`src/ccs_pkg.sv`:
```
// Purpose: Shared constants, state encoding and decode helpers of the CPU clock source control.
// Assumes: A 32-bit APB register window where each register takes one aligned word.
// Notes:   Oscillator activity is seen as one-cycle tick pulses on pclk.
package ccs_pkg;

  // Register byte offsets.
  localparam logic [7:0] MAIN_CLOCK_MODE_OFS    = 8'h00;
  localparam logic [7:0] FAST_OSC_CONTROL_OFS   = 8'h04;
  localparam logic [7:0] SLOW_OSC_MODE_OFS      = 8'h08;
  localparam logic [7:0] CPU_CLOCK_DIVIDER_OFS  = 8'h0c;
  localparam logic [7:0] OSC_SETTLE_SELECT_OFS  = 8'h10;
  localparam logic [7:0] OSC_SETTLE_STATUS_OFS  = 8'h14;

  // Field positions.
  localparam int unsigned SEL_BIT       = 0;
  localparam int unsigned STATUS_BIT    = 1;
  localparam int unsigned FAST_STOP_BIT = 7;
  localparam int unsigned SLOW_STOP_BIT = 0;
  localparam int unsigned DIV_W         = 3;
  localparam int unsigned SETTLE_SEL_W  = 3;
  localparam int unsigned SETTLE_CNT_W  = 16;

  // Reset values.
  localparam logic             SEL_RST        = 1'b0;
  localparam logic             FAST_STOP_RST  = 1'b0;
  localparam logic             SLOW_STOP_RST  = 1'b0;
  localparam logic [DIV_W-1:0] DIV_RST        = 3'h0;
  localparam logic [2:0]       SETTLE_SEL_RST = 3'h4;

  // Timing counts.
  localparam logic [4:0] HOLD_SLOW_CYCLES  = 5'h11;
  localparam logic [1:0] SW_UP_CPU_CLOCKS  = 2'h2;
  localparam logic [2:0] DIV_MAX_SETTING   = 3'h4;
  // Software-side figures, kept for reference by firmware and benches.
  localparam int unsigned FAST_SETTLE_WAIT_US = 350;
  localparam int unsigned SLOW_OSC_WORST_KHZ  = 120;

  // Run state codes reported on run_state.
  localparam logic [1:0] RUN_FAST_BOTH_ON  = 2'h0;
  localparam logic [1:0] RUN_SLOW_BOTH_ON  = 2'h1;
  localparam logic [1:0] RUN_SLOW_FAST_OFF = 2'h2;
  localparam logic [1:0] RUN_FAST_SLOW_OFF = 2'h3;

  // Controller modes, Gray coded along reset, start, run, standby.
  typedef enum logic [2:0] {
    CCS_HOLD   = 3'h0,
    CCS_START  = 3'h1,
    CCS_RUN    = 3'h3,
    CCS_HALT   = 3'h2,
    CCS_STOP   = 3'h6,
    CCS_SETTLE = 3'h7
  } ccs_mode_t;

  // Settle threshold in fast oscillator cycles for one select value.
  function automatic logic [SETTLE_CNT_W-1:0] ccs_settle_thr(input logic [2:0] sel);
    case (sel)
      3'h0:    ccs_settle_thr = 16'h0800;
      3'h1:    ccs_settle_thr = 16'h2000;
      3'h2:    ccs_settle_thr = 16'h4000;
      default: ccs_settle_thr = 16'h8000;
    endcase
  endfunction : ccs_settle_thr

  // True once the settle counter reached the threshold of a select value.
  function automatic logic ccs_settle_done(input logic [SETTLE_CNT_W-1:0] cnt,
                                           input logic [2:0]              sel);
    ccs_settle_done = (cnt >= ccs_settle_thr(sel));
  endfunction : ccs_settle_done

  // Old CPU clocks a divider rewrite waits, from the setting before the switch.
  function automatic logic [4:0] ccs_div_latency(input logic [DIV_W-1:0] old_div);
    case (old_div)
      3'h0:    ccs_div_latency = 5'h10;
      3'h1:    ccs_div_latency = 5'h08;
      3'h2:    ccs_div_latency = 5'h04;
      3'h3:    ccs_div_latency = 5'h02;
      default: ccs_div_latency = 5'h01;
    endcase
  endfunction : ccs_div_latency

endpackage : ccs_pkg

```
`src/ccs_cpu_divider.sv`:
```
// Purpose: Divides the selected source tick into CPU clock ticks by a power of two.
// Assumes: src_tick is a one-cycle pulse per source clock cycle, synchronous to pclk.
// Notes:   Settings above the largest one divide as the largest one.
`timescale 1ns/10ps
module ccs_cpu_divider #(
  parameter int unsigned DIV_W   = 3,
  parameter int unsigned MAX_DIV = 4
) (
  // Clock and reset.
  input  wire logic             pclk,
  input  wire logic             presetn,
  // Source tick and division setting.
  input  wire logic             src_tick,
  input  wire logic [DIV_W-1:0] div,
  // Divided tick.
  output logic                  cpu_tick
);

  typedef struct packed {
    logic [MAX_DIV-1:0] cnt;
  } ccs_div_state_t;

  ccs_div_state_t     st;
  ccs_div_state_t     next_st;
  logic [MAX_DIV-1:0] mask;

  // The counter width is fixed by the largest division exponent.
  initial
  begin
    if (MAX_DIV < 1 || MAX_DIV >= (1 << DIV_W))
      $error("ccs_cpu_divider: MAX_DIV out of range");
  end

  // Mask of low counter bits that must all be set for a tick to pass.
  always_comb
  begin
    mask = '0;
    for (int i = 0; i < MAX_DIV; i++)
      if (i < int'(div))
        mask[i] = 1'b1;
  end

  assign cpu_tick = src_tick && ((st.cnt & mask) == mask);

  // Free count of source ticks; the low bits select the phase.
  always_comb
  begin
    next_st = st;
    if (src_tick)
      next_st.cnt = st.cnt + 1'b1;
  end

  always_ff @(posedge pclk or negedge presetn)
  begin
    if (!presetn)
      st <= '0;
    else
      st <= next_st;
  end

endmodule : ccs_cpu_divider

```
`src/ccs_clock_ctrl.sv`:
```
// Purpose: CPU clock source, divider, oscillator gating and standby control.
// Assumes: Oscillator ticks and standby requests are synchronous one-cycle pulses.
// Notes:   Registers sit on APB with zero wait states.
// Function
// - Stoppable slow option: watchdog halts in standby, slow oscillator runs unless stopped.
// - Non-stoppable option: watchdog keeps counting in STOP; overflow resets.
// - Reset pin, power-on clear, low voltage and watchdog overflow all force reset.
// - Reset stops both oscillators and prescaler; CPU restarts on slow clock.
// - STOP halts fast oscillator and prescaler; CPU resumes on its earlier clock.
// - HALT keeps oscillators per flags; peripherals fed by the selected clock.
// - Slow oscillator stop flag only counts with the stoppable option.
// - Fast stop flag is bit 7, slow stop flag is bit 0; 1 stops.
// - Select bit 0: 0 picks slow clock, 1 picks fast clock for the CPU.
// - Status bit 1 shows the real CPU source, updated when switching ends.
// - Three-bit divider field; a rewrite applies after a delay on the old clock.
// - Divider delay is 16, 8, 4, 2 or 1 old clocks by old setting.
// - Settle wait applies only to STOP release while on the fast clock.
// - After reset the CPU clock is held for 17 slow clock cycles.
// - Fast oscillator runs regardless of its flag while it clocks the CPU.
// - Slow oscillator runs regardless of its flag while it clocks the CPU.
`timescale 1ns/10ps
module ccs_clock_ctrl #(
  parameter int unsigned ADDR_W = 8
) (
  // Clock and reset.
  input  wire logic              pclk,
  input  wire logic              presetn,
  // APB slave.
  input  wire logic              psel,
  input  wire logic              penable,
  input  wire logic              pwrite,
  input  wire logic [ADDR_W-1:0] paddr,
  input  wire logic [31:0]       pwdata,
  output logic [31:0]            prdata,
  output logic                   pready,
  output logic                   pslverr,
  // Reset sources.
  input  wire logic              reset_pin_n,
  input  wire logic              power_on_clear,
  input  wire logic              low_voltage_detect,
  input  wire logic              watchdog_overflow,
  // Option strap and oscillator ticks.
  input  wire logic              slow_osc_stoppable,
  input  wire logic              fast_tick,
  input  wire logic              slow_tick,
  // Standby requests and wake-up.
  input  wire logic              halt_req,
  input  wire logic              stop_req,
  input  wire logic              wake_irq,
  // Clock control outputs.
  output logic                   fast_osc_en,
  output logic                   slow_osc_en,
  output logic                   cpu_clk_en,
  output logic                   periph_clk_en,
  output logic                   periph_clk_sel,
  output logic                   watchdog_run,
  output logic [1:0]             run_state,
  output logic                   cpu_clock_source_status
);

  typedef struct packed {
    ccs_pkg::ccs_mode_t                  mode;
    logic                                sel;
    logic                                status;
    logic                                fast_stop;
    logic                                slow_stop;
    logic [ccs_pkg::DIV_W-1:0]           div;
    logic                                div_pend;
    logic [ccs_pkg::DIV_W-1:0]           div_new;
    logic [4:0]                          div_cnt;
    logic                                sw_busy;
    logic                                sw_seen;
    logic [1:0]                          sw_cnt;
    logic [2:0]                          settle_sel;
    logic [ccs_pkg::SETTLE_CNT_W-1:0]    settle_cnt;
    logic [4:0]                          hold_cnt;
    logic                                stoppable;
  } ccs_state_t;

  localparam ccs_state_t ST_RST = '{
    mode:       ccs_pkg::CCS_HOLD,
    sel:        ccs_pkg::SEL_RST,
    status:     ccs_pkg::SEL_RST,
    fast_stop:  ccs_pkg::FAST_STOP_RST,
    slow_stop:  ccs_pkg::SLOW_STOP_RST,
    div:        ccs_pkg::DIV_RST,
    div_pend:   1'b0,
    div_new:    ccs_pkg::DIV_RST,
    div_cnt:    5'h00,
    sw_busy:    1'b0,
    sw_seen:    1'b0,
    sw_cnt:     2'h0,
    settle_sel: ccs_pkg::SETTLE_SEL_RST,
    settle_cnt: 16'h0000,
    hold_cnt:   5'h00,
    stoppable:  1'b0
  };

  ccs_state_t st;
  ccs_state_t next_st;
  logic       any_rst;
  logic       held;
  logic       standby;
  logic       src_tick;
  logic       cpu_tick;
  logic       wr;
  logic       rd_hit;
  logic [7:0] ofs;
  logic       upper_zero;

  initial
  begin
    if (ADDR_W < 8)
      $error("ccs_clock_ctrl: ADDR_W must be at least 8");
  end

  // Every reset source is treated alike and holds the controller in reset.
  assign any_rst = !reset_pin_n || power_on_clear || low_voltage_detect
                   || watchdog_overflow;
  assign held    = (st.mode == ccs_pkg::CCS_HOLD);
  assign standby = (st.mode == ccs_pkg::CCS_HALT) || (st.mode == ccs_pkg::CCS_STOP)
                   || (st.mode == ccs_pkg::CCS_SETTLE);

  // Oscillator enables; the clock that feeds the CPU cannot be stopped by its flag.
  assign fast_osc_en = !held && (st.mode != ccs_pkg::CCS_STOP)
                       && (st.status || st.sel || !st.fast_stop);
  assign slow_osc_en = !held
                       && (!st.status || !st.stoppable || !st.slow_stop);

  // Prescaler runs in RUN and HALT only, on the clock the select bit names.
  assign periph_clk_en  = (st.mode == ccs_pkg::CCS_RUN)
                          || (st.mode == ccs_pkg::CCS_HALT);
  assign periph_clk_sel = st.sel;

  // With the stoppable option the watchdog rests during any standby.
  assign watchdog_run = !held && !(st.stoppable && standby);

  // The CPU is clocked only in RUN, from the source the status bit reports.
  assign src_tick   = (st.mode == ccs_pkg::CCS_RUN)
                      && (st.status ? fast_tick : slow_tick);
  assign cpu_clk_en = cpu_tick;
  assign cpu_clock_source_status = st.status;

  // Run state from the real source and which oscillator is off.
  always_comb
  begin
    if (st.status)
      run_state = slow_osc_en ? ccs_pkg::RUN_FAST_BOTH_ON
                              : ccs_pkg::RUN_FAST_SLOW_OFF;
    else
      run_state = fast_osc_en ? ccs_pkg::RUN_SLOW_BOTH_ON
                              : ccs_pkg::RUN_SLOW_FAST_OFF;
  end

  ccs_cpu_divider #(
    .DIV_W   (ccs_pkg::DIV_W),
    .MAX_DIV (4)
  ) u_div (
    .pclk     (pclk),
    .presetn  (presetn),
    .src_tick (src_tick),
    .div      (st.div),
    .cpu_tick (cpu_tick)
  );

  // APB decode; no wait states, unmapped words answer with an error.
  assign ofs        = paddr[7:0];
  assign upper_zero = (paddr >> 8) == '0;
  assign wr         = psel && penable && pwrite && upper_zero;
  assign pready     = 1'b1;
  assign rd_hit     = upper_zero && ((ofs == ccs_pkg::MAIN_CLOCK_MODE_OFS)
                      || (ofs == ccs_pkg::FAST_OSC_CONTROL_OFS)
                      || (ofs == ccs_pkg::SLOW_OSC_MODE_OFS)
                      || (ofs == ccs_pkg::CPU_CLOCK_DIVIDER_OFS)
                      || (ofs == ccs_pkg::OSC_SETTLE_SELECT_OFS)
                      || (ofs == ccs_pkg::OSC_SETTLE_STATUS_OFS));
  assign pslverr    = psel && penable && !rd_hit;

  // Read mux; bits not listed read as zero.
  always_comb
  begin
    prdata = 32'h0000_0000;
    case (ofs)
      ccs_pkg::MAIN_CLOCK_MODE_OFS:
      begin
        prdata[ccs_pkg::SEL_BIT]    = st.sel;
        prdata[ccs_pkg::STATUS_BIT] = st.status;
      end
      ccs_pkg::FAST_OSC_CONTROL_OFS: prdata[ccs_pkg::FAST_STOP_BIT] = st.fast_stop;
      ccs_pkg::SLOW_OSC_MODE_OFS:    prdata[ccs_pkg::SLOW_STOP_BIT] = st.slow_stop;
      ccs_pkg::CPU_CLOCK_DIVIDER_OFS:
        prdata[ccs_pkg::DIV_W-1:0] = st.div_pend ? st.div_new : st.div;
      ccs_pkg::OSC_SETTLE_SELECT_OFS: prdata[2:0] = st.settle_sel;
      ccs_pkg::OSC_SETTLE_STATUS_OFS:
        for (int i = 0; i < 5; i++)
          prdata[i] = ccs_pkg::ccs_settle_done(st.settle_cnt, 3'(i));
      default: prdata = 32'h0000_0000;
    endcase
    if (!upper_zero)
      prdata = 32'h0000_0000;
  end

  // Next state: mode sequencing, register writes, delayed switches.
  always_comb
  begin
    next_st = st;
    case (st.mode)
      ccs_pkg::CCS_HOLD:
      begin
        // A power-up reset alone must also pick up the option strap.
        next_st.hold_cnt  = 5'h00;
        next_st.stoppable = slow_osc_stoppable;
        if (!any_rst)
          next_st.mode = ccs_pkg::CCS_START;
      end
      ccs_pkg::CCS_START:
      begin
        // The CPU clock is withheld until the slow oscillator has run a while.
        if (slow_tick)
          next_st.hold_cnt = st.hold_cnt + 5'h01;
        if (slow_tick && (st.hold_cnt + 5'h01 == ccs_pkg::HOLD_SLOW_CYCLES))
          next_st.mode = ccs_pkg::CCS_RUN;
      end
      ccs_pkg::CCS_RUN:
      begin
        if (stop_req)
          next_st.mode = ccs_pkg::CCS_STOP;
        else if (halt_req)
          next_st.mode = ccs_pkg::CCS_HALT;
      end
      ccs_pkg::CCS_HALT:
        if (wake_irq)
          next_st.mode = ccs_pkg::CCS_RUN;
      ccs_pkg::CCS_STOP:
        if (wake_irq)
          next_st.mode = st.status ? ccs_pkg::CCS_SETTLE
                                   : ccs_pkg::CCS_RUN;
      ccs_pkg::CCS_SETTLE:
        if (ccs_pkg::ccs_settle_done(st.settle_cnt, st.settle_sel))
          next_st.mode = ccs_pkg::CCS_RUN;
      default: next_st.mode = ccs_pkg::CCS_HOLD;
    endcase

    // Settle counter restarts whenever the fast oscillator is off.
    if (!fast_osc_en)
      next_st.settle_cnt = '0;
    else if (fast_tick && (st.settle_cnt != '1))
      next_st.settle_cnt = st.settle_cnt + 1'b1;

    // Source switch: fast to slow waits a slow edge then one CPU clock.
    if (st.sw_busy)
    begin
      if (st.status)
      begin
        if (slow_tick)
          next_st.sw_seen = 1'b1;
        if ((st.sw_seen || slow_tick) && cpu_tick)
        begin
          next_st.status  = 1'b0;
          next_st.sw_busy = 1'b0;
        end
      end
      else if (cpu_tick)
      begin
        next_st.sw_cnt = st.sw_cnt + 2'h1;
        if (st.sw_cnt + 2'h1 == ccs_pkg::SW_UP_CPU_CLOCKS)
        begin
          next_st.status  = 1'b1;
          next_st.sw_busy = 1'b0;
        end
      end
    end

    // Divider rewrite: the old setting keeps running for its latency.
    if (st.div_pend && cpu_tick)
    begin
      next_st.div_cnt = st.div_cnt + 5'h01;
      if (st.div_cnt + 5'h01 >= ccs_pkg::ccs_div_latency(st.div))
      begin
        next_st.div      = st.div_new;
        next_st.div_pend = 1'b0;
      end
    end

    // Register writes; a write wins over the switch logic above.
    if (wr && !held)
    begin
      case (ofs)
        ccs_pkg::MAIN_CLOCK_MODE_OFS:
        begin
          next_st.sel     = pwdata[ccs_pkg::SEL_BIT];
          next_st.sw_busy = (pwdata[ccs_pkg::SEL_BIT] != next_st.status);
          next_st.sw_seen = 1'b0;
          next_st.sw_cnt  = 2'h0;
        end
        ccs_pkg::FAST_OSC_CONTROL_OFS:
          next_st.fast_stop = pwdata[ccs_pkg::FAST_STOP_BIT];
        ccs_pkg::SLOW_OSC_MODE_OFS:
          next_st.slow_stop = pwdata[ccs_pkg::SLOW_STOP_BIT];
        ccs_pkg::CPU_CLOCK_DIVIDER_OFS:
        begin
          next_st.div_new  = pwdata[ccs_pkg::DIV_W-1:0];
          next_st.div_pend = (pwdata[ccs_pkg::DIV_W-1:0] != next_st.div);
          next_st.div_cnt  = 5'h00;
        end
        ccs_pkg::OSC_SETTLE_SELECT_OFS: next_st.settle_sel = pwdata[2:0];
        default: next_st.settle_sel = next_st.settle_sel;
      endcase
    end

    // Any reset source returns everything to the reset state; the strap is
    // sampled here by a clocked path, never by the asynchronous reset.
    if (any_rst)
    begin
      next_st           = ST_RST;
      next_st.stoppable = slow_osc_stoppable;
    end
  end

  always_ff @(posedge pclk or negedge presetn)
  begin
    if (!presetn)
      st <= ST_RST;
    else
      st <= next_st;
  end

endmodule : ccs_clock_ctrl

```
`config.mk`:
```
export PLATFORM = sky130hd
export DESIGN_NAME = ccs_clock_ctrl
export DESIGN_NICKNAME = d
export VERILOG_FILES = /design/src/ccs_pkg.sv /design/src/ccs_cpu_divider.sv /design/src/ccs_clock_ctrl.sv
export SDC_FILE = /design/constraint.sdc
export NUM_CORES = 1
export LEC_CHECK = 0
export BUFFER_PORTS_ARGS = -buffer_cell sky130_fd_sc_hd__buf_2
export CORE_MARGIN = 4
export CORE_UTILIZATION = 30
export CTS_BUF_LIST = sky130_fd_sc_hd__clkbuf_4 sky130_fd_sc_hd__clkbuf_8
export CTS_CLUSTER_SIZE = 20
export DETAILED_ROUTE_END_ITERATION = 6
export GPL_TIMING_DRIVEN = 0
export SLEW_MARGIN = 10
export SYNTH_ARGS = -nofsm -noshare
export SYNTH_HDL_FRONTEND = slang
export SYNTH_SLANG_ARGS = --single-unit
```
`constraint.sdc`:
```
create_clock -name pclk -period 2 [get_ports pclk]
set_input_delay 0.2 -clock pclk [delete_from_list [all_inputs] [get_ports pclk]]
set_output_delay 0.2 -clock pclk [all_outputs]
set_load 0.1 [all_outputs]
```
* Yosys cells after proc, flatten, opt, wreduce, memory -nomap -nowiden
Index checks and enable logic that the tools add are counted.
** Storage, ports and cells
- Input port bits :: 55
- Output and inout port bits :: 43
- Logic and storage cells :: 181
- Bits in registers :: 52
** Cells by class
- Reduce and logical (&&, ||, !) cells :: 58
- Bitwise gates (word level) :: 1
- Order comparisons :: 10
- Multiplexer cells :: 61
- Equal/unequal tests :: 29
- Add/sub/neg operators :: 5
** Operator list (count)
- $mux W16 :: 8
- $ge A16 B16 Y1 :: 5
- $mux W48 :: 1
- $pmux W16 S3 :: 1
- $mux W3 :: 9
- $mux W1 :: 21
- $pmux W5 S4 :: 1
- $pmux W3 S6 :: 1
- $add A16 B1 Y16 const B :: 1
- $eq A8 B4 Y1 const B :: 2
- $eq A8 B5 Y1 const B :: 2
- $logic_or A1 B1 Y1 :: 16
- $mux W4 :: 4
- $ne A16 B16 Y1 const B :: 1
- $eq A3 B2 Y1 const B :: 5
- $logic_and A1 B1 Y1 :: 15
- $mux W5 :: 3
- $ne A3 B3 Y1 const B :: 5
- $mux W2 :: 7
- $reduce_bool A2 Y1 :: 7
- $reduce_and A2 Y1 :: 6
- $add A5 B1 Y5 const B :: 2
- $pmux W5 S2 :: 1
- $eq A3 B1 Y1 const B :: 3
- other kinds (25) :: 37

* Depth between registers and ports, before layout
Gate-level depths: netlist of run 1.
- Word-level depth :: 14
- Gate-level depth with buffers :: 9
- Depth with buffers taken out :: 9

* Modules after synthesis
A second synthesis of run 1 with hierarchy kept.
** Unflattened totals
- Cell total of the unflattened synthesis :: 415
- Area, all modules :: 3543.4 um2
** Modules (own cells, without submodules)
- ccs_clock_ctrl :: area each 3349.5 um2, cells each 398, instances 1, sequential area each 1202.4 um2
- ccs_cpu_divider :: area each 193.9 um2, cells each 17, instances 1, sequential area each 100.1 um2

* Worst setup path after synthesis of run 1
Ideal clock, no wire load.
- Kind :: register to output
- Start :: register st (netlist bit cpu_clock_source_status)
- End :: output port run_state[1]
- Path buffers :: 1
- Data required time :: 1.800 ns
- Slack :: -2.943 ns
- Arrival time :: 4.743 ns
- Stages on the path, launching flop included :: 4
- Path through :: dfrtp_1 clkbuf_1 a31oi_1 o21ai_0
** Between the ends
- Cells in the longest elaborated chain, start to end :: 6
- Elaborated cells between the ends (all ways) :: 10
- Those cells by class :: mux (3); reduce/logical (7)
** RTL lines
- start: declaration :: line ccs_clock_ctrl.sv:99 : ccs_state_t st;
- start signal: assignment :: line ccs_clock_ctrl.sv:325 : st <= next_st;
- $logic_not A1 Y1 :: line ccs_clock_ctrl.sv:128 : && (!st.status || !st.stoppable || !st.slow_stop);
- $logic_or A1 B1 Y1 (2 in series) :: line ccs_clock_ctrl.sv:128
- $logic_and A1 B1 Y1 :: line ccs_clock_ctrl.sv:128
- via slow_osc_en :: line ccs_clock_ctrl.sv:52 : output logic slow_osc_en,
- $mux W2 :: line ccs_clock_ctrl.sv:148 : run_state = slow_osc_en ? ccs_pkg::RUN_FAST_BOTH_ON
- $mux W2 :: line ccs_clock_ctrl.sv:147 : if (st.status)
- end: declaration :: line ccs_clock_ctrl.sv:57 : output logic [1:0] run_state,
The timed path passes the listed nets, and every way through them passes these cells.

* Worst setup path after layout of run 1
- Start :: register st[47] in the netlist's numbering
- End :: output port cpu_clk_en
** Between the ends
- Cells in the longest elaborated chain, start to end :: 3
** RTL lines
- $eq A3 B2 Y1 :: line ccs_clock_ctrl.sv:139 : assign src_tick = (st.mode == ccs_pkg::CCS_RUN)
- $logic_and A1 B1 Y1 :: line ccs_clock_ctrl.sv:140 : && (st.status ? fast_tick : slow_tick);
- $logic_and A1 B1 Y1 :: line ccs_cpu_divider.sv:43 : assign cpu_tick = src_tick && ((st.cnt & mask) == mask);
- end: declaration :: line ccs_clock_ctrl.sv:53 : output logic cpu_clk_en,
No other way between the ends.

==> flow_results.org, run 1 <==
** Floorplan
- Height of the chip :: 118 µm
- The floorplan step defined a core boundary enclosing 0.0116 mm².
- Total die area :: 0.0139 mm²
- From left edge to right edge, the die measures 118 µm.
- During I/O placement, the number of pins put on the boundary was 98.
- Site Rows :: 39
- Effective utilization at floorplan :: between 30% and 40%

** Global routing
- Vias in the first global route :: 3,070
- Wire length of the first global-routing pass :: 14.8 mm
- Entering global routing, the biggest net connects between 50 and 60 pins.
- Gr ovfl total :: 0
- Number of antenna violations at the first check in global routing :: 0
- Global routing used 12.7% of the available tracks.

** STA
- At the pin with the least slew margin, the transition time is about 0.76 ns.
- Setup violations remaining at the end of the flow were counted as 0.
- Setup repair after global routing missed its margin :: true
- Slew headroom :: between 40% and 50%
- Final hold violation count :: 0
- Worst hold-check slack :: 0.160 ns
- Max-slew violation total from the final report :: 0
- Min Tclk post-route :: 2.00 ns
- Setup clock skew after layout :: between 0.01 and 0.015 ns
- The worst path uses 99.8% of the clock period.
- Setup TNS Final :: 0 ns
- Highest clock rate :: 501 MHz

** Setup path
- Reg-to-reg setup timing slack :: 0.01 ns
- The largest single stage delay on the critical path is 0.41 ns.
- Kind of launch point of the worst setup path :: flip-flop
- Crit. End Element :: primary output
- Chain of cells forming the critical path :: buf_6 -> and2b_2 -> and3_4 -> o221a_4 -> buf_12 -> buf_12
- Data arrival time of the worst path :: 1.80 ns
- Along the worst path, the maximum fanout reaches 9.
- By startpoint and endpoint, the worst setup path is classified as reg -> out.
- Required time reported for the critical path endpoint :: around 1.8 ns
- Slowest stage cell on the critical path :: sky130_fd_sc_hd__dfrtp_1
- Library cell appearing most often on the critical path :: sky130_fd_sc_hd__buf_12

** Power and ir drop
- Cell internal power dissipation :: 1.39 mW
- P per Cell Area :: approximately 460 mW/mm²
- IR drop worst, VDD :: between 0.0002 and 0.00025 V
- Relative contribution of combinational cells to total power :: 20.5%
- Relative contribution of sequential cells to total power :: 49.6%
- Total Power Consumption :: roughly 2.1 mW
- In this run switching power makes up 34.6% of total power.
- For this design the total switching power over the nets is 736 µW.
- Leakage power :: about 2.1 nW
- Clock group share of total power :: 29.9%

** Routing
- Initial DRT Pass Iterations :: 4
- Number of DRC markers after the initial detailed-route iteration :: 113
- Number of vias per cell after detailed routing :: 4.82
- Antenna-violating nets left :: 0
- The routed layout has 3,105 vias.
- Wires add up to 9.02 mm.
- For this run, design rule violations remaining after detail routing come to 0.
- Drt wl/cell :: 14.0 µm

** Clocking
- Number of buffers inserted during clock tree synthesis :: 5
- Clock latency on the worst-skew pair :: 0.32 ns
- Count of clock tree sinks :: 52
- Cell at the root of the clock tree :: sky130_fd_sc_hd__clkbuf_8
- The clock tree synthesis step divided the H-tree into 2 levels.
- After clock tree synthesis, the clock-pin slew on the worst setup and hold paths is 0.10 ns.
- Maximum root-to-sink buffer count :: 2
- TritonCTS built the clock tree.

** Synth
- Of the synthesized area, sequential elements account for 36.1%.
- Of the post-synthesis cell area, the dominant cell type holds 35.3%.
- The average instance in the mapped netlist occupies 8.68 µm².
- Post-synthesis cell type with the largest combined area :: sky130_fd_sc_hd__dfrtp_1
- Among all flip-flop cells after synthesis, the most frequent one is sky130_fd_sc_hd__dfrtp_1.
- Counting flops and latches in the post-synthesis netlist gives 52.
- In the synthesized netlist the async set-or-reset flop fraction comes to 100%.
- After technology mapping, the gate count stands at approximately 420.
- Number of library cell types mapped by synthesis :: 55
- In this run, synthesis inferred 0 flip-flops with an integrated enable.
- Top cells by area, synth :: sky130_fd_sc_hd__dfrtp_1 (35%), sky130_fd_sc_hd__buf_4 (6.2%), sky130_fd_sc_hd__mux2i_1 (5.8%)
- Summed instance area of the synthesized netlist :: 0.00361 mm²
- For this run, the number of Yosys warnings is 0.

** Layout
- Antenna diodes :: 0
- Counting the fill cells in the layout gives 1,181.
- After routing the design area is 0.00463 mm².
- Nets@finish :: 571
- Compared with the post-synthesis result, the final layout area differs by 28.1%.
- The post-route netlist has 29.1% of its cells at a drive strength greater than 1.
- Fraction of the core area covered by cells at the end of the flow :: 39.8%

** Outcome
- Result of the run :: completed

** Placed design
- Count of buffers from port buffering :: slightly above 40
- The wire-length estimate of the detail-placed layout is 6.73 mm.
- Area post-placement :: 0.00429 mm²
- At the end of routability-driven placement, the weighted congestion stood at about 0.84.

** Run
- Number of max-cap violations :: 0

** Worst hold path
- In this run the worst hold path is classified as in -> reg.
repair_timing:
item	4_1_cts	5_1_grt
pin swaps	3	11
hold endpoints to repair	0	45
setup endpoints to repair	28	35
hold buffers	0	1
gates resized for setup	24	28
setup buffers	10	5
cloned	0	1
path summary, 6_finish.rpt:
| path | endpoint | cells past startpoint | startpoint |
|---|---|---|---|
| worst max-delay path | cpu_clk_en | 6 | st[47]$_DFFE_PN0P_ |
| worst min-delay path | st[0]$_DFFE_PN0P_ | 3 | slow_osc_stoppable |
| worst max register to register | st[38]$_DFF_PN0_ | 7 | st[30]$_DFF_PN0_ |
| worst min register to register | u_div.st[2]$_DFFE_PN0P_ | 1 | u_div.st[2]$_DFFE_PN0P_ |
| max in group asynchronous | cpu_clock_source_status$_DFF_PN0_ | 2 | presetn |
| min in group asynchronous | st[23]$_DFFE_PN0P_ | 2 | presetn |
worst max-delay path: cells and delay by family, from the launching register on:
kind                   cells  cell delay [ns]
buffers and inverters      3             0.44
and+or+nand+nor            2             0.42
AOI/OAI and AO/OA          1             0.20
DFF                        1             0.41
metal layers:
layer	up-vias	track usage, %	part of all wire [%]
met2	70	20.6	47
met3	10	2.31	3.5
met4	0	2.86	1.2
li1	1555	-	-
met1	1470	17.6	48
met5	-	0	0
registers in the layout (all words and copies together), names as in the netlist:
name,flops
st,46
u_div.st,4
cpu_clock_source_status,1
periph_clk_sel,1
cell type report:
class / instances / area, µm² / share of cell area [%]
Tap cell: 143 / 179 / 3.87
Clock inverter: 3 / 21.3 / 0.460
Multi-Input combinational cell: 330 / 2280 / 49.3
Clock buffer: 5 / 68.8 / 1.49
Inverter: 12 / 45.0 / 0.973
Timing Repair Buffer: 58 / 407 / 8.79
Sequential cell: 52 / 1320 / 28.4
Buffer: 41 / 310 / 6.71
synth_stat cells (2+ instances only):
cell / number
sky130_fd_sc_hd__xnor2_1: 9
sky130_fd_sc_hd__a21oi_1: 13
sky130_fd_sc_hd__conb_1: 2
sky130_fd_sc_hd__nand2_1: 41
sky130_fd_sc_hd__nor4_1: 4
sky130_fd_sc_hd__buf_4: 30
sky130_fd_sc_hd__xor2_1: 24
sky130_fd_sc_hd__o22ai_1: 4
sky130_fd_sc_hd__mux2i_1: 21
sky130_fd_sc_hd__nand2b_1: 11
sky130_fd_sc_hd__o21ai_0: 15
sky130_fd_sc_hd__nor2_1: 53
sky130_fd_sc_hd__nor3_1: 8
sky130_fd_sc_hd__nor3b_1: 3
sky130_fd_sc_hd__and3_1: 7
sky130_fd_sc_hd__or4_4: 2
sky130_fd_sc_hd__inv_1: 12
sky130_fd_sc_hd__o211ai_1: 2
sky130_fd_sc_hd__a311oi_1: 2
sky130_fd_sc_hd__and2_1: 2
sky130_fd_sc_hd__clkbuf_1: 14
sky130_fd_sc_hd__nor2b_1: 5
sky130_fd_sc_hd__o31ai_1: 2
sky130_fd_sc_hd__buf_6: 2
sky130_fd_sc_hd__a31oi_1: 4
sky130_fd_sc_hd__nand4b_1: 2
sky130_fd_sc_hd__or4_1: 3
sky130_fd_sc_hd__nand3_1: 18
sky130_fd_sc_hd__ha_1: 16
sky130_fd_sc_hd__dfrtp_1: 51
sky130_fd_sc_hd__nand4_1: 10
power groups by stage:
stage | Clock, mW | Combinational [mW] | Sequential [mW]
floorplan | 0 | 0.347 | 1.08
global placement | 0 | 0.421 | 1.08
detailed placement | 0 | 0.424 | 1.08
CTS | 0.665 | 0.430 | 1.06
global route | 0.706 | 0.458 | 1.06
finish | 0.636 | 0.436 | 1.06
metrics by stage:
| stage | instances | worst slack [ns] |
|---|---|---|
| 6_report | 644 | 0.00443 |
| 5_1_grt | 644 | -0.0605 |
| 4_1_cts | 639 | -0.0176 |
| 3_5_place_dp | 625 | -0.227 |
| 3_3_place_gp | 625 | -0.174 |
| 2_1_floorplan | 441 | -0.361 |
logic make-up (layout without fill, tap and decap cells):
group / after synthesis / in the layout / share of synthesized area [%]
AO/OA/AOI/OAI: 52 / 52 / 8.94
flip-flops: 52 / 52 / 36.1
adder cells (fa/ha/maj): 16 / 16 / 5.54
AND/OR/NAND/NOR: 179 / 179 / 25.1
XOR/XNOR: 33 / 33 / 8.00
multiplexers: 23 / 23 / 6.44
other: 2 / 27 / 0.208
buffers and inverters: 59 / 119 / 9.70
placed cells by master (no fill, tap or decap), drive strengths merged, types with 3 or more instances in the layout:
master / Yosys / layout
nand2b: 11 / 11
dfrtp: 51 / 51
nor2b: 5 / 5
o22ai: 4 / 4
nor2: 53 / 53
ha: 16 / 16
nor4: 5 / 5
nor3: 8 / 8
xnor2: 9 / 9
clkbuf: 14 / 15
nand2: 41 / 41
and3: 7 / 7
nand4: 10 / 10
a21oi: 13 / 13
or4: 5 / 5
nand3: 18 / 18
mux2i: 21 / 21
o21ai: 16 / 16
conb: 2 / 27
nor3b: 3 / 3
a31oi: 4 / 4
inv: 12 / 13
xor2: 24 / 24
buf: 33 / 88
Note: power is estimated with default switching activity, not from simulation.
==> inputs of run 2 (changes only) <==
--- a/config.mk
+++ b/config.mk
@@ -5,6 +5,7 @@
 export SDC_FILE = /design/constraint.sdc
 export NUM_CORES = 1
 export LEC_CHECK = 0
+export ABC_AREA = 1
 export BUFFER_PORTS_ARGS = -buffer_cell sky130_fd_sc_hd__buf_2
 export CORE_MARGIN = 4
 export CORE_UTILIZATION = 30
@@ -12,6 +13,7 @@
 export CTS_CLUSTER_SIZE = 20
 export DETAILED_ROUTE_END_ITERATION = 6
 export GPL_TIMING_DRIVEN = 0
+export SKIP_LAST_GASP = 1
 export SLEW_MARGIN = 10
 export SYNTH_ARGS = -nofsm -noshare
 export SYNTH_HDL_FRONTEND = slang
==> flow_results.org, run 2 <==
** STA
- The final critical path takes up 110% of the cycle.
- Highest clock rate :: 456 MHz
- Between clock sinks in the finished design, the worst skew comes to 0.0127 ns.
- Final hold violation count :: 0
- Final count of negative-setup-slack endpoints :: 3
- The smallest clock period supported by the final layout is computed as ~2.2 ns.
- Hold is met by 0.105 ns.
- Post-layout worst setup margin :: -0.191 ns
- Setup repair after global routing missed its margin :: true
- Summed over all failing endpoints, the final setup total negative slack is -0.266 ns.
- For the pin with the worst max-slew slack, the measured transition is approximately 0.7 ns.
- In this run the tightest slew margin relative to its limit is 54.5%.
- The max-slew violation count is 0.

** Setup path
- Data arrives at the worst endpoint at 2.40 ns.
- FF-to-FF path depth :: 18
- Required time reported for the critical path endpoint :: around 2.2 ns
- STA classifies the critical path endpoint as a flip-flop.
- Highest fanout seen on the critical path :: 5
- STA classifies the critical path startpoint as a flip-flop.
- Critical path start-end classification :: reg -> reg

** Placed design
- During placement, the flow inserted port buffers numbering 41.
- Once detailed placement completed, the half-perimeter wirelength came to 7.71 mm.
- Global placement routability congestion :: approximately 0.86

** Global routing
- For this run the aggregate overflow at the end of global routing stands at 0.
- The number of antenna violations at the first check in global routing was 0.
- The via count of the first global-routing pass came to ~3,400.
- Global routing used 13.9% of the available tracks across all layers.
- Wire length of the first global-routing pass :: between 15 and 20 mm
- Largest net degree at the start of global routing :: 53

** Floorplan
- Site Rows :: 40
- The die is approximately 120 µm wide.
- Count of pins on the block boundary :: 98
- Effective utilization at floorplan :: 30.9%
- Height of the chip :: 120 µm
- After floorplanning, the core was sized to cover 0.0121 mm².
- Total die area :: 0.0143 mm²

** Power and ir drop
- For this design the ratio of total power to cell area is 435 mW/mm².
- IR drop worst, VDD :: between 0.0002 and 0.0003 V
- Leakage power :: 2.35 nW

** Routing
- Total length of routed wires :: 9.98 mm
- Number of vias per cell after detailed routing :: 4.62
- In the routed design, unresolved DRC markers number 0.
- The pre-antenna-repair detailed-routing pass consisted of 5 iterations.
- Antenna-violating nets left :: 0
- In this run, the number of DRC markers left after iteration 0 of detailed routing was ~210.
- Drt wl/cell :: 12.9 µm
- Via count :: 3,575

** Synth
- Top cells by area, synth :: sky130_fd_sc_hd__dfrtp_1 (34%), sky130_fd_sc_hd__nand2_1 (9.6%), sky130_fd_sc_hd__inv_1 (6.9%)
- Yosys mapped the design onto 43 distinct sky130hd cell types.
- Total number of yosys warnings :: 0
- Seq/Total Area, Yosys :: between 30% and 40%
- Post-Syn Area per Cell :: 7.32 µm²
- Number of synthesized flops with an enable pin :: 0
- Dominant combinational cell family by area after synthesis :: simple AND/OR/NAND/NOR gates
- Cell count after synthesis :: 512
- Multiplexer cells account for 0% of the synthesized area.
- Synthesized-area fraction occupied by ao, oa, aoi and oai cells :: 12.4%
- Share of flip-flops with an asynchronous set or reset after synthesis :: 100%
- By instance count, the leading cell after synthesis is sky130_fd_sc_hd__nand2_1.
- For this run, the leading register cell type out of synthesis is sky130_fd_sc_hd__dfrtp_1.
- The cell area that synthesis handed to floorplanning was 0.00375 mm².
- Area share of the leading cell type in the synthesized netlist :: 34.1%
- Synth top cells by count :: sky130_fd_sc_hd__nand2_1 (96), sky130_fd_sc_hd__inv_1 (69), sky130_fd_sc_hd__dfrtp_1 (51), sky130_fd_sc_hd__nor2_1 (50), sky130_fd_sc_hd__nand3_1 (41)
- In this run, synthesis produced a sequential element count of between 50 and 60.
- The synthesized netlist devotes 30.4% of its cell area to simple gates.
- Adder and majority gate portion of the synthesized area :: approximately 5.3%
- Post-synthesis cell type with the largest combined area :: sky130_fd_sc_hd__dfrtp_1
- Summing the areas of all xor and xnor instances in the mapped netlist gives under 10% of the synthesized area.

** Clocking
- H-tree depth :: 2
- The longest clock path from root to sink contains 2 buffers.
- Count of clock tree sinks :: 52
- Clock-pin slew was measured on the worst setup and hold paths at ~0.090 ns.
- CTS tree :: done
- In this run, CTS created clock tree buffers numbering 5.
- The root buffer cell chosen for the clock tree is sky130_fd_sc_hd__clkbuf_8.
- Clock latency on the worst-skew pair :: 0.32 ns

** Layout
- From synthesis to final layout, the design area changed by 30.6%.
- Registers with the most flip-flops :: st x46, u_div.st x4
- Fill cells in the final layout number about 1,300.
- Of the cells placed in the final design, the portion with a size suffix greater than 1 is a little under a third.
- Nets@finish :: approximately 680
- The register with the most flip-flops in the layout has 46 of them.
- Most frequent standard cell in the layout excluding fill and tap cells :: sky130_fd_sc_hd__nand2_1
- Antenna diodes :: 0
- Largest register by flop count :: st
- Leaving out fill and tap cells, the most frequent cells in the layout are sky130_fd_sc_hd__nand2_1 (86), sky130_fd_sc_hd__inv_1 (63), sky130_fd_sc_hd__buf_4 (50).

** Outcome
- Result of the run :: finished with violations
- The checks that failed: setup timing.

** Worst hold path
- Number of cells traversed by the worst hold path :: 3
- The min-delay analysis places its worst path in the category in -> reg.

** Run
- Number of max-cap violations :: 0
run 2: metrics by stage:
stage	setup WS [ns]	cell area, µm²	util, %	cells	power [mW]
floorplan	-0.528	3970	-	537	1.42
global placement	-0.338	4380	36.2	746	1.49
detailed placement	-0.357	4380	36.2	746	1.49
CTS	-0.274	4630	38.3	764	2.15
global route	-0.340	4890	40.4	774	2.23
finish	-0.191	4890	40.4	774	2.13
run 2: final timing paths:
kind | slack (ns) | end | start
max in group asynchronous | 1.03 | cpu_clock_source_status$_DFF_PN0_ | presetn
min reg2reg | 0.49 | u_div.st[2]$_DFFE_PN0P_ | u_div.st[2]$_DFFE_PN0P_
max reg2reg | -0.19 | st[37]$_DFF_PN0_ | st[30]$_DFF_PN0_
max | -0.19 | st[37]$_DFF_PN0_ | st[30]$_DFF_PN0_
min | 0.10 | st[0]$_DFFE_PN0P_ | slow_osc_stoppable
min in group asynchronous | 0.46 | u_div.st[3]$_DFFE_PN0P_ | presetn
run 2: repair_timing:
action / in CTS / in global routing
endpoints found under the setup margin: 12 / 24
pin swaps: 5 / 15
endpoints found under the hold margin: 0 / 51
buffers inserted: 11 / 9
gates cloned: 0 / 0
gates resized for setup: 23 / 46
hold buffers: 0 / 1
run 2: cell families (layout without fill, tap and decap cells):
logic type | Yosys count | after routing
other | 2 | 27
and+or+nand+nor | 238 | 238
adders and majority gates | 16 | 16
DFF | 52 | 52
xor gates and xnor gates | 13 | 13
buffers and inverters | 107 | 176
AOI/OAI and AO/OA | 84 | 84
run 2: layout make-up:
class                   instances  area (µm²)  share of cell area (%)
flip-flops and latches         52        1320                    26.9
clock buffers                   6        82.6                    1.69
repair buffers                 62         449                    9.18
well taps                     168         210                    4.30
inverters                      72         292                    5.96
plain buffers                  34         245                    5.01
multi-input cells             378        2290                    46.8
clock inverters                 2        10.0                   0.205
run 2: where the power goes:
part | switching [mW] | internal [mW]
combinational | 0.345 | 0.0850
sequential | 0.00309 | 1.05
clock | 0.362 | 0.277
run 2: worst max-delay path: stages, from the launching register on:
cell and delay, ns:
sky130_fd_sc_hd__dfrtp_1 0.39, sky130_fd_sc_hd__ha_2 0.20, sky130_fd_sc_hd__nand3_2 0.09, sky130_fd_sc_hd__xor2_2 0.16, sky130_fd_sc_hd__inv_2 0.07, sky130_fd_sc_hd__ha_4 0.29
sky130_fd_sc_hd__nand2_4 0.06, sky130_fd_sc_hd__nor2_4 0.08, sky130_fd_sc_hd__nand2_2 0.08, sky130_fd_sc_hd__nand3_4 0.10, sky130_fd_sc_hd__nand2_2 0.06, sky130_fd_sc_hd__nand2_1 0.05
sky130_fd_sc_hd__inv_1 0.04, sky130_fd_sc_hd__nand2_2 0.07, sky130_fd_sc_hd__nand2_1 0.06, sky130_fd_sc_hd__nand2_1 0.07, sky130_fd_sc_hd__nand3_2 0.06, sky130_fd_sc_hd__nor2_1 0.10
sky130_fd_sc_hd__nor2_1 0.05
run 2: routing by layer:
layer	track usage (%)	wire length [µm]
met2	23.8	4970
met4	3.29	110
met1	18.0	4450
met5	0	0
met3	2.54	458
==> inputs of run 3 (changes only) <==
--- a/config.mk
+++ b/config.mk
@@ -7,7 +7,6 @@
 export LEC_CHECK = 0
 export ABC_AREA = 1
 export BUFFER_PORTS_ARGS = -buffer_cell sky130_fd_sc_hd__buf_2
-export CORE_MARGIN = 4
 export CORE_UTILIZATION = 30
 export CTS_BUF_LIST = sky130_fd_sc_hd__clkbuf_4 sky130_fd_sc_hd__clkbuf_8
 export CTS_CLUSTER_SIZE = 20
==> constraint.sdc (replaced) <==
create_clock -name pclk -period 1.8 [get_ports pclk]
set_input_delay 0.18 -clock pclk [delete_from_list [all_inputs] [get_ports pclk]]
set_output_delay 0.18 -clock pclk [all_outputs]
set_load 0.1 [all_outputs]
==> flow_results.org, run 3 (same netlist as run 2, synthesis figures left out) <==
** Layout
- Most frequent cells in the layout :: sky130_fd_sc_hd__nand2_1 (77), sky130_fd_sc_hd__buf_4 (65), sky130_fd_sc_hd__inv_1 (58)
- Antenna diodes :: 0
- The register with the most flip-flops in the final layout is st.
- The register with the most flip-flops in the layout has 46 of them.
- Post-layout instance count excluding filler cells :: 801
- Registers with the most flip-flops :: st x46, u_div.st x4
- Nets@finish :: 703
- Most frequent standard cell in the layout excluding fill and tap cells :: sky130_fd_sc_hd__nand2_1
- Area growth, synth to finish :: 44.7%
- Share of post-route cells with drive strength above 1 :: about two fifths

** Setup path
- STA puts the critical path data required time at 2.02 ns.
- The cell family contributing the most delay on the critical path is simple AND/OR/NAND/NOR gates.
- The critical path contains buffers and inverters numbering 2 combined.
- Highest fanout seen on the critical path :: 5
- The slowest stage of the critical path is the sky130_fd_sc_hd__dfrtp_1 cell.
- Chain of cells forming the critical path :: ha_2 -> nand3_2 -> xor2_2 -> inv_2 -> ha_4 -> nand2_4 -> nor2_4 -> nand2_2 -> nand3_4 -> nand2_2 -> nand2_1 -> inv_1 -> nand2_2 -> nand2_1 -> nand2_1 -> nand3_1 -> nor2_1 -> nor2_1
- The setup path with the least slack is of type reg -> reg.
- STA classifies the critical path startpoint as a flip-flop.
- Crit. End Element :: flip-flop
- Peak per-stage delay on the critical path :: 0.39 ns
- STA puts the critical path data arrival time at 2.40 ns.

** Floorplan
- The die covers 0.0129 mm².
- The initial utilization of the core area, before any placement, comes to 30.9%.
- The initialized floorplan defines 40 standard-cell rows.
- Die width :: 114 µm
- Standard cell core area :: 0.0121 mm²
- Count of pins on the block boundary :: 98
- Measured along the y axis, the die boundary spans about 110 µm.

** Clocking
- Clock input transition at the sequential cells of the worst setup and hold paths :: 0.10 ns
- The cell sitting at the root of the clock tree is a sky130_fd_sc_hd__clkbuf_8.
- The clock tree synthesis step divided the H-tree into 2 levels.
- Maximum root-to-sink buffer count :: 2
- Counting every sink on the clock net gives 52.
- CTS tree :: done
- Clock latency on the worst-skew pair :: 0.33 ns
- Number of buffers inserted during clock tree synthesis :: 5

** Routing
- Initial DRT Pass Iterations :: 4
- Number of DRC markers after the initial detailed-route iteration :: 208
- The final route contains approximately 3,700 vias.
- # DRC :: 0
- Drt wl/cell :: around 14 µm
- Dividing the detail-routed via count by the number of cells gives 4.68.
- The count of nets left with antenna violations once routing finished came out at 0.
- The final layout contains routed wiring with a total length of 10.9 mm.

** Global routing
- In the global route stage, overall resource usage came out at 17.0%.
- Gr ovfl total :: 0
- Vias in the first global route :: 3,623
- The first global-routing pass estimated 17.3 mm of wire.
- Entering global routing, the biggest net connects 53 pins.
- The number of antenna violations at the first check in global routing is 0.

** Power and ir drop
- In this run the static leakage power is 2.57 nW.
- The worst-case IR drop observed on VDD is ~0.00026 V.
- The design draws around 2.4 mW.
- For this design the ratio of total power to cell area is 442 mW/mm².

** Outcome
- Violated checks :: setup timing
- The flow ran to the end, but the final reports show violations.

** Placed design
- DP Wirelength :: 7.60 mm
- Count of placed standard cells including taps :: 746
- The count of buffers added on input and output ports is 41.
- At the end of routability-driven placement, the weighted congestion stood at ~0.90.

** STA
- In this run the tightest slew margin relative to its limit is about 53%.
- Max-slew violation total from the final report :: 0
- Final hold violation count :: 0
- Setup repair after global routing missed its margin :: true
- Post-layout worst setup margin :: -0.381 ns
- For the pin with the worst max-slew slack, the measured transition is around 0.70 ns.
- Counting I/O delays and the setup requirement, the final critical path takes 2.18 ns.
- Of the available clock period, the critical path in the final layout requires 121%.
- For this run, the top clock speed supported by timing is 458 MHz.
- Setup violations remaining at the end of the flow were counted as 10.
- For the final database, setup skew stands at 0.0125 ns.

** Worst hold path
- Worst min path class :: in -> reg

** Run
- Number of max-cap violations :: 0
[run 3: cell types whose count changed in the layout (fill, tap and decap cells not counted), moves of 5 or more]
cell	delta
sky130_fd_sc_hd__nand3_1	-5
sky130_fd_sc_hd__o21ai_0	-6
sky130_fd_sc_hd__nand2_2	+7
sky130_fd_sc_hd__inv_1	-5
sky130_fd_sc_hd__buf_4	+15
sky130_fd_sc_hd__buf_6	+6
sky130_fd_sc_hd__nand2_1	-9
sky130_fd_sc_hd__nor2_1	-5
[run 3: final timing paths]
check | start | endpoint | slack (ns) | depth (start not counted)
worst min register to register | u_div.st[2]$_DFFE_PN0P_ | u_div.st[2]$_DFFE_PN0P_ | 0.48 | 1
worst max register to register | st[30]$_DFF_PN0_ | st[37]$_DFF_PN0_ | -0.38 | 18
worst min-delay path | slow_osc_stoppable | st[0]$_DFFE_PN0P_ | 0.09 | 3
worst max-delay path | st[30]$_DFF_PN0_ | st[37]$_DFF_PN0_ | -0.38 | 18
min in group asynchronous | presetn | u_div.st[0]$_DFFE_PN0P_ | 0.43 | 2
max in group asynchronous | presetn | cpu_clock_source_status$_DFF_PN0_ | 0.84 | 2
[run 3: layer usage]
layer	wire [µm]	GRT usage [%]	vias up
met3	431	2.87	14
met2	5710	30.0	86
li1	-	-	1870
met4	172	5.26	0
met1	4620	21.0	1776
met5	0	0	-
[run 3: power by group]
part	leakage, nW	total (mW)	switching, mW	internal [mW]
logic	1.83	0.502	0.392	0.109
registers	0.698	1.17	0.00373	1.17
clock network	0.0446	0.718	0.429	0.289
[run 3: stage by stage]
stage	setup TNS (ns)	utilization, %	instance area, µm²	hold WS [ns]	setup slack [ns]
2_1_floorplan	-3.81	-	4010	-0.116	-0.661
3_3_place_gp	-3.66	36.5	4420	0.398	-0.520
3_5_place_dp	-4.01	36.5	4420	0.422	-0.533
4_1_cts	-1.70	39.9	4830	0.0756	-0.427
5_1_grt	-3.90	44.8	5420	0.0849	-0.538
6_report	-1.42	44.8	5420	0.0864	-0.381
[run 3: repair_timing]
item,CTS,global route
cloned,0,3
pin swaps,18,26
hold buffers,0,1
hold endpoints to repair,0,51
resized for setup,53,96
buffers inserted,19,25
endpoints found under the setup margin,27,45
[run 3: worst register-to-register path, cell delays in order (launching register included)]
cell and delay [ns]:
sky130_fd_sc_hd__dfrtp_1 0.39, sky130_fd_sc_hd__ha_2 0.21, sky130_fd_sc_hd__nand3_2 0.09, sky130_fd_sc_hd__xor2_2 0.17
sky130_fd_sc_hd__inv_2 0.07, sky130_fd_sc_hd__ha_4 0.30, sky130_fd_sc_hd__nand2_4 0.07, sky130_fd_sc_hd__nor2_4 0.08
sky130_fd_sc_hd__nand2_2 0.08, sky130_fd_sc_hd__nand3_4 0.10, sky130_fd_sc_hd__nand2_2 0.06, sky130_fd_sc_hd__nand2_1 0.05
sky130_fd_sc_hd__inv_1 0.04, sky130_fd_sc_hd__nand2_2 0.07, sky130_fd_sc_hd__nand2_1 0.05, sky130_fd_sc_hd__nand2_1 0.05
sky130_fd_sc_hd__nand3_1 0.06, sky130_fd_sc_hd__nor2_1 0.11, sky130_fd_sc_hd__nor2_1 0.05
[run 3: cell type report]
class / count / area (µm²)
Fill cell: 1233 / 6690
Inverter: 72 / 297
Multi-Input combinational cell: 379 / 2510
Timing Repair Buffer: 88 / 744
Clock buffer: 6 / 76.3
Clock inverter: 2 / 12.5
Sequential cell: 52 / 1320
Buffer: 34 / 253
Tap cell: 168 / 210
